--- src/inc/hcr_pkg.sv ---
/*
 * Constants and types shared by the heater control register block.
 * Assumes a single 25 MHz clock; all serial bus pins are sampled on it.
 */
package hcr_pkg;

  // ************************************************************
  // Register layout
  // ************************************************************
  localparam logic [7:0] HCR_CTRL_RESET = 8'h00;
  localparam int HCR_EN_POS = 4;
  localparam int HCR_SEL_MSB = 3;
  localparam int HCR_SEL_LSB = 0;
  localparam int HCR_FIELD_W = 5;
  localparam logic [2:0] HCR_SPARE_READ = 3'h7;
  localparam logic [7:0] HCR_UNDEF_READ = 8'hff;

  // ************************************************************
  // Serial bus defaults
  // ************************************************************
  localparam logic [6:0] HCR_DEF_ADDR = 7'h50;
  localparam logic [7:0] HCR_DEF_WR_CMD = 8'h51;
  localparam logic [7:0] HCR_DEF_RD_CMD = 8'h52;
  localparam logic [3:0] HCR_BYTE_BITS = 4'h8;
  localparam logic [3:0] HCR_CNT_RESET = 4'h0;

  // ************************************************************
  // Types
  // ************************************************************
  typedef enum logic [3:0] {
    HCR_IDLE,
    HCR_ADDR,
    HCR_ADDR_ACK,
    HCR_CMD,
    HCR_CMD_ACK,
    HCR_WDATA,
    HCR_WDATA_ACK,
    HCR_RDATA,
    HCR_RACK
  } hcr_state_t;

  typedef enum logic [1:0] {
    HCR_CMD_NONE,
    HCR_CMD_RD,
    HCR_CMD_WR,
    HCR_CMD_OTHER
  } hcr_cmd_t;

endpackage

--- src/hw/hcr_pin_sync.sv ---
/*
 * Two-flop synchroniser with edge detection for one serial bus pin.
 * Assumes the pin is asynchronous to clk; edges are found on the
 * second flop and a delayed copy only.
 */
`timescale 1ns/1ns
module hcr_pin_sync
(
  // Clock and reset
  input wire logic clk,
  input wire logic srst,
  // Pin
  input wire logic pin_i,
  // Synchronised view
  output logic level,
  output logic rise,
  output logic fall
);
  import hcr_pkg::*;

  typedef struct packed {
    logic meta;
    logic sync;
    logic last;
  } hcr_sync_t;

  hcr_sync_t s_reg;
  hcr_sync_t s_next;

  always_comb
  begin
    s_next.meta = pin_i;
    s_next.sync = s_reg.meta;
    s_next.last = s_reg.sync;
  end

  always_ff @(posedge clk)
  begin
    if (srst)
    begin
      s_reg <= 3'h7;
    end
    else
    begin
      s_reg <= s_next;
    end
  end

  assign level = s_reg.sync;
  assign rise = s_reg.sync & ~s_reg.last;
  assign fall = ~s_reg.sync & s_reg.last;

endmodule

--- src/hw/hcr_top.sv ---
/*
 * Serial bus slave holding the heater control register.
 * Assumes an external master on SCL/SDA with a pull-up on SDA; SCL is
 * sampled by clk, so the bus must run well below a quarter of clk.
 */
`timescale 1ns/1ns
// Summary of operation
// - Reads of unlisted locations return an arbitrary value, here all ones.
// - Reserved bits of the register read back as one.
// - Writes leave reserved bits unchanged whatever the host sends.
// - Register resets to zero: heater off, lowest drive code.
// - Bit 4 enables the heater when one, disables when zero.
// - Bits 3 to 0 select heater drive strength, larger is stronger.
// - Read: command, repeated start, one byte, no checksum; write: command, byte.
module hcr_top
#(
  parameter logic [6:0] DEV_ADDR = hcr_pkg::HCR_DEF_ADDR,
  parameter logic [7:0] WR_CMD = hcr_pkg::HCR_DEF_WR_CMD,
  parameter logic [7:0] RD_CMD = hcr_pkg::HCR_DEF_RD_CMD
)
(
  // Clock and reset
  input wire logic clk,
  input wire logic srst,
  // Serial bus pins
  input wire logic scl_i,
  input wire logic sda_i,
  output logic sda_o,
  output logic sda_oe,
  // Heater drive
  output logic heater_enable_bit,
  output logic [hcr_pkg::HCR_SEL_MSB:0] heater_current_sel
);
  import hcr_pkg::*;

  // ************************************************************
  // Pin synchronisers
  // ************************************************************
  logic scl_lvl;
  logic scl_rise;
  logic scl_fall;
  logic sda_lvl;
  logic sda_rise;
  logic sda_fall;

  hcr_pin_sync u_scl
  (
    .clk(clk),
    .srst(srst),
    .pin_i(scl_i),
    .level(scl_lvl),
    .rise(scl_rise),
    .fall(scl_fall)
  );

  hcr_pin_sync u_sda
  (
    .clk(clk),
    .srst(srst),
    .pin_i(sda_i),
    .level(sda_lvl),
    .rise(sda_rise),
    .fall(sda_fall)
  );

  // ************************************************************
  // State
  // ************************************************************
  typedef struct packed {
    hcr_state_t state;
    logic [3:0] bit_cnt;
    logic [7:0] shreg;
    logic rw;
    logic mack;
    hcr_cmd_t cmd;
    logic sda_low;
    logic [HCR_FIELD_W-1:0] heater_control;
  } hcr_regs_t;

  hcr_regs_t r_reg;
  hcr_regs_t r_next;

  // Byte returned on a read, by last command
  function automatic logic [7:0] hcr_read_byte(input hcr_cmd_t c,
                                               input logic [HCR_FIELD_W-1:0] f);
    if (c == HCR_CMD_RD)
    begin
      hcr_read_byte = {HCR_SPARE_READ, f};
    end
    else
    begin
      hcr_read_byte = HCR_UNDEF_READ;
    end
  endfunction

  // Command byte decode
  function automatic hcr_cmd_t hcr_decode(input logic [7:0] b);
    if (b == RD_CMD)
    begin
      hcr_decode = HCR_CMD_RD;
    end
    else if (b == WR_CMD)
    begin
      hcr_decode = HCR_CMD_WR;
    end
    else
    begin
      hcr_decode = HCR_CMD_OTHER;
    end
  endfunction

  logic start_det;
  logic stop_det;
  logic [7:0] tx_byte;

  assign start_det = scl_lvl & sda_fall;
  assign stop_det = scl_lvl & sda_rise;
  assign tx_byte = hcr_read_byte(r_reg.cmd, r_reg.heater_control);

  // ************************************************************
  // Bus slave sequencer
  // ************************************************************
  always_comb
  begin
    r_next = r_reg;
    if (start_det)
    begin
      r_next.state = HCR_ADDR;
      r_next.bit_cnt = HCR_CNT_RESET;
      r_next.sda_low = 1'b0;
    end
    else if (stop_det)
    begin
      r_next.state = HCR_IDLE;
      r_next.sda_low = 1'b0;
    end
    else
    begin
      unique case (r_reg.state)
        HCR_IDLE:
        begin
          r_next.sda_low = 1'b0;
        end
        HCR_ADDR, HCR_CMD, HCR_WDATA:
        begin
          if (scl_rise)
          begin
            r_next.shreg = {r_reg.shreg[6:0], sda_lvl};
            r_next.bit_cnt = r_reg.bit_cnt + 4'h1;
          end
          else if (scl_fall && r_reg.bit_cnt == HCR_BYTE_BITS)
          begin
            r_next.sda_low = 1'b1;
            if (r_reg.state == HCR_ADDR)
            begin
              if (r_reg.shreg[7:1] == DEV_ADDR)
              begin
                r_next.rw = r_reg.shreg[0];
                r_next.state = HCR_ADDR_ACK;
              end
              else
              begin
                r_next.sda_low = 1'b0;
                r_next.state = HCR_IDLE;
              end
            end
            else if (r_reg.state == HCR_CMD)
            begin
              r_next.cmd = hcr_decode(r_reg.shreg);
              r_next.state = HCR_CMD_ACK;
            end
            else
            begin
              if (r_reg.cmd == HCR_CMD_WR)
              begin
                // Spare bits are not stored, only the live fields
                r_next.heater_control = r_reg.shreg[HCR_FIELD_W-1:0];
              end
              r_next.state = HCR_WDATA_ACK;
            end
          end
        end
        HCR_ADDR_ACK:
        begin
          if (scl_fall)
          begin
            r_next.bit_cnt = HCR_CNT_RESET;
            if (r_reg.rw)
            begin
              r_next.shreg = tx_byte;
              r_next.sda_low = ~tx_byte[7];
              r_next.state = HCR_RDATA;
            end
            else
            begin
              r_next.sda_low = 1'b0;
              r_next.state = HCR_CMD;
            end
          end
        end
        HCR_CMD_ACK:
        begin
          if (scl_fall)
          begin
            r_next.sda_low = 1'b0;
            r_next.bit_cnt = HCR_CNT_RESET;
            // Read command waits for the repeated start
            r_next.state = (r_reg.cmd == HCR_CMD_RD) ? HCR_IDLE : HCR_WDATA;
          end
        end
        HCR_WDATA_ACK:
        begin
          if (scl_fall)
          begin
            r_next.sda_low = 1'b0;
            r_next.state = HCR_IDLE;
          end
        end
        HCR_RDATA:
        begin
          if (scl_rise)
          begin
            r_next.bit_cnt = r_reg.bit_cnt + 4'h1;
          end
          else if (scl_fall)
          begin
            if (r_reg.bit_cnt == HCR_BYTE_BITS)
            begin
              r_next.sda_low = 1'b0;
              r_next.state = HCR_RACK;
            end
            else
            begin
              r_next.shreg = {r_reg.shreg[6:0], 1'b0};
              r_next.sda_low = ~r_reg.shreg[6];
            end
          end
        end
        HCR_RACK:
        begin
          if (scl_rise)
          begin
            r_next.mack = sda_lvl;
          end
          else if (scl_fall)
          begin
            r_next.bit_cnt = HCR_CNT_RESET;
            if (!r_reg.mack)
            begin
              // No checksum: an acked byte is simply sent again
              r_next.shreg = tx_byte;
              r_next.sda_low = ~tx_byte[7];
              r_next.state = HCR_RDATA;
            end
            else
            begin
              r_next.state = HCR_IDLE;
            end
          end
        end
      endcase
    end
  end

  always_ff @(posedge clk)
  begin
    if (srst)
    begin
      r_reg.state <= HCR_IDLE;
      r_reg.bit_cnt <= HCR_CNT_RESET;
      r_reg.shreg <= 8'h00;
      r_reg.rw <= 1'b0;
      r_reg.mack <= 1'b1;
      r_reg.cmd <= HCR_CMD_NONE;
      r_reg.sda_low <= 1'b0;
      r_reg.heater_control <= HCR_CTRL_RESET[HCR_FIELD_W-1:0];
    end
    else
    begin
      r_reg <= r_next;
    end
  end

  // ************************************************************
  // Outputs
  // ************************************************************
  assign sda_o = 1'b0;
  assign sda_oe = r_reg.sda_low;
  assign heater_enable_bit = r_reg.heater_control[HCR_EN_POS];
  assign heater_current_sel = r_reg.heater_control[HCR_SEL_MSB:HCR_SEL_LSB];

endmodule

--- config.mk ---
export PLATFORM = sky130hd
export DESIGN_NAME = hcr_top
export DESIGN_NICKNAME = d
export VERILOG_FILES = /design/src/inc/hcr_pkg.sv /design/src/hw/hcr_pin_sync.sv /design/src/hw/hcr_top.sv
export SDC_FILE = /design/constraint.sdc
export NUM_CORES = 1
export LEC_CHECK = 0
export BUFFER_PORTS_ARGS = -buffer_cell sky130_fd_sc_hd__buf_4
export CAP_MARGIN = 10
export CORE_AREA = 3 3 83 101
export CTS_CLUSTER_DIAMETER = 50
export CTS_CLUSTER_SIZE = 10
export DETAILED_ROUTE_END_ITERATION = 10
export DIE_AREA = 0 0 86 104
export PLACE_DENSITY = 0.51
export SETUP_SLACK_MARGIN = 0.2
export SLEW_MARGIN = 20
export SYNTH_ARGS = -nofsm -noshare
export SYNTH_HDL_FRONTEND = slang
export SYNTH_SLANG_ARGS = --single-unit
--- constraint.sdc ---
create_clock -name clk -period 3.5 [get_ports clk]
set_clock_uncertainty 0.2 [all_clocks]
set_input_delay 0.7 -clock clk [delete_from_list [all_inputs] [get_ports clk]]
set_output_delay 0.7 -clock clk [all_outputs]
set_load 0.02 [all_outputs]
==> impl_results.md <==
- Status: finished, final reports clean
- Initial core utilization: 0.246
- Initial DRC Count: approximately 180
- Clock root buffer master: sky130_fd_sc_hd__clkbuf_8
- Wire per inst: around 13 um
- Number of buffer cells added on primary ports: 9
- Fraction of final layout cells sized beyond drive strength 1: 0.141
- Startpoint type of the worst setup path: register
- Ys async rst share: 0
- Prevailing post-synth register cell: sky130_fd_sc_hd__dfxtp_1
- Pin count of the biggest net entering global routing: 28
- Yosys reg bits: 32
- Critical-path maximum fanout: 18
- Netlist Area Pre-Place: 0.00187 mm2
- Die Ht: about 100 um
- All-Layer GR Usage: 0.0974
- Crit path time final: between 2000 and 2500 ps
- Total wire length after detailed routing: 4140 um
- Final hold viol count: 0
- Number of enable flip-flop cells after synthesis: 0
- Die area: ~0.0089 mm2
- Arr. time, crit path: roughly 2300 ps
- Worst min-delay path category: reg2reg
- Chip Width: around 86 um
- Clock transition time at the flip-flop clock pins of the worst setup and hold paths: approximately 80 ps
- RSZ-0062 raised after global routing: no
- Fraction of the yosys area taken by sequential cells: 0.343
- Distinct cell type count after synthesis: 49
- Number of global-route vias before repair: between 1.5k and 2k
- Relative area change from synthesis to final layout: 10.2%
- Number of gates resized after CTS: 0
- Clock tree from TritonCTS: done
- Setup Buffers After CTS: 0
- Syn nets: between 200 and 250
- Syn Area/Cell: ~8.2 um2
- Final layout net count: ~230
- Clock Path Buffers: 2
- Remaining max-slew budget at the tightest pin: 0.520
- Drt drc: 0
- Initial antenna violation count: 0
- Remaining global-route overflow: 0
- Ys Warns: 0
- Max capacitance violation total: 0
- Kind of critical path: reg2reg
- Row cnt: 35
- Std-Cell Core Area: 0.00758 mm2
- Synthesized instance count: between 200 and 250
- Htree depth: 2
- Clock insertion delay at the later pin of the skew report: 290 ps
- Max Slew Vio Count: 0
- Max IR drop VDD: ~0.24 mV
- Worst Max-Slew Pin Slew: ~710 ps
- Final std cell area, no fill: 0.00206 mm2
- TritonCTS sink count: 32
- Number of flip-flops under the largest register name: 20
- Setup tns final: 0 ps
- Number of search-and-repair iterations in the first detailed-routing pass: 4
- Number of inserted diodes: 0
- Setup violations, final: 0
- CP Capture Type: register
- Clock buffer count from CTS: 5
- Remaining antenna violation count after routing: 0
- Footprint of the multi-input gates: between 0.001 and 0.0015 mm2
- Pwr dens: 379 mW/mm2
- Area used by sequential logic in the layout: about 640 um2
- Static Leak: between 0.7 and 0.8 nW
- First-pass GRT wire length: 7220 um
- Number of inserted filler cells in the final layout: 816
- Via-to-Cell Ratio: roughly 5
- Cell area after placement: between 0.0015 and 0.002 mm2
- Tcrit/Tclk final: 0.678
- Placed wire-length estimate: about 2900 um
- Endpoint required time on the critical path: about 3500 ps
- Total of hold buffers inserted after clock tree synthesis: 0
- Gpl congestion: ~0.84
- Total number of vias: between 1.5k and 2k
- Highest clock frequency the design can meet: about 420 MHz
- I/O pin count: 11
==> worst paths after layout <==
kind	endpoint	startpoint	cells after the start	slack [ps]
setup / recovery	heater_enable_bit	r_reg[22]	5	1130
hold / removal	u_sda.level	u_sda.s_next[1]	1	190
setup reg to reg	heater_enable_bit	r_reg[22]	5	1130
hold reg to reg	u_sda.level	u_sda.s_next[1]	1	190
==> Yosys cell counts, types with 2 or more instances <==
master / instances / area (um2)
sky130_fd_sc_hd__nand3_1: 5 / 25.0
sky130_fd_sc_hd__nor2_1: 19 / 71.3
sky130_fd_sc_hd__nand2b_1: 10 / 62.6
sky130_fd_sc_hd__clkbuf_1: 6 / 22.5
sky130_fd_sc_hd__nor2b_1: 10 / 62.6
sky130_fd_sc_hd__a21oi_2: 2 / 17.5
sky130_fd_sc_hd__a21oi_1: 17 / 85.1
sky130_fd_sc_hd__nor3b_1: 3 / 22.5
sky130_fd_sc_hd__a211o_1: 9 / 78.8
sky130_fd_sc_hd__buf_4: 5 / 37.5
sky130_fd_sc_hd__mux2i_1: 7 / 70.1
sky130_fd_sc_hd__a311oi_1: 2 / 17.5
sky130_fd_sc_hd__a32oi_1: 3 / 26.3
sky130_fd_sc_hd__dfxtp_1: 32 / 641
sky130_fd_sc_hd__nor3_1: 11 / 55.1
sky130_fd_sc_hd__or2_2: 7 / 43.8
sky130_fd_sc_hd__nand3b_1: 5 / 37.5
sky130_fd_sc_hd__inv_1: 10 / 37.5
sky130_fd_sc_hd__o21ai_0: 8 / 40.0
sky130_fd_sc_hd__a22oi_1: 2 / 15.0
sky130_fd_sc_hd__buf_6: 2 / 22.5
sky130_fd_sc_hd__buf_2: 5 / 25.0
sky130_fd_sc_hd__nand4_1: 2 / 12.5
sky130_fd_sc_hd__nand2_1: 19 / 71.3
sky130_fd_sc_hd__ha_1: 2 / 25.0
==> kinds of logic after synthesis <==
logic type | Yosys count | share of synthesized area
XOR/XNOR | 1 | 0.00469
buffers and inverters | 28 | 0.0777
flip-flops | 32 | 0.343
AND/OR/NAND/NOR | 99 | 0.291
adder cells (fa/ha/maj) | 2 | 0.0134
multiplexers | 7 | 0.0375
other | 1 | 0.00201
AO/OA/AOI/OAI | 57 | 0.231
==> worst max-delay path: stages, from the launching register on <==
cell and delay [ps]:
sky130_fd_sc_hd__dfxtp_1 720, sky130_fd_sc_hd__nand2b_1 280, sky130_fd_sc_hd__nor3_1 350, sky130_fd_sc_hd__nand4b_1 390
sky130_fd_sc_hd__mux2i_1 260, sky130_fd_sc_hd__nor2_1 50
==> power by group <==
group / internal, mW / total (mW) / switching (mW)
sequential: 0.371 / 0.381 / 0.0104
combinational: 0.0196 / 0.0488 / 0.0292
clock: 0.211 / 0.350 / 0.139
==> through the flow <==
step            util  setup WS, ps  cells  power (mW)  hold slack [ps]
3_5_place_dp   0.257          1170    311       0.439              197
4_1_cts        0.272          1140    319       0.793              201
3_3_place_gp   0.257          1150    311       0.439              195
6_report       0.272          1130    319       0.780              192
5_1_grt        0.272           843    319       0.816              229
2_1_floorplan      -          1580    227       0.430              189
==> cells in the final DEF, fill, tap and decap left out, drive strengths merged, types with 3 or more instances in the layout <==
cell type,n
nand3b,5
nand2,19
buf,10
mux2i,7
or2,7
o21ai,8
clkbuf,6
nor3,11
a32oi,3
nand2b,10
a21oi,19
nor2b,10
dfxtp,32
a211o,9
inv,10
nor2,19
nand3,5
nor3b,3
==> area by class of cell <==
cell class                      instances  area share
Multi-Input combinational cell        167       0.526
Sequential cell                        32       0.311
Tap cell                               92      0.0560
Timing Repair Buffer                   10      0.0365
Clock buffer                            6      0.0353
Inverter                               10      0.0182
Clock inverter                          2      0.0170
==> layer usage <==
layer | GRT usage | wire length, um | share of wire | vias up
li1 | - | - | - | 799
met1 | 0.125 | 1850 | 0.45 | 751
met2 | 0.151 | 2020 | 0.49 | 34
met3 | 0.0190 | 147 | 0.036 | 11
met4 | 0.0532 | 114 | 0.028 | 0
met5 | 0 | 0 | 0 | -
Power figures use the tool's default switching activity.
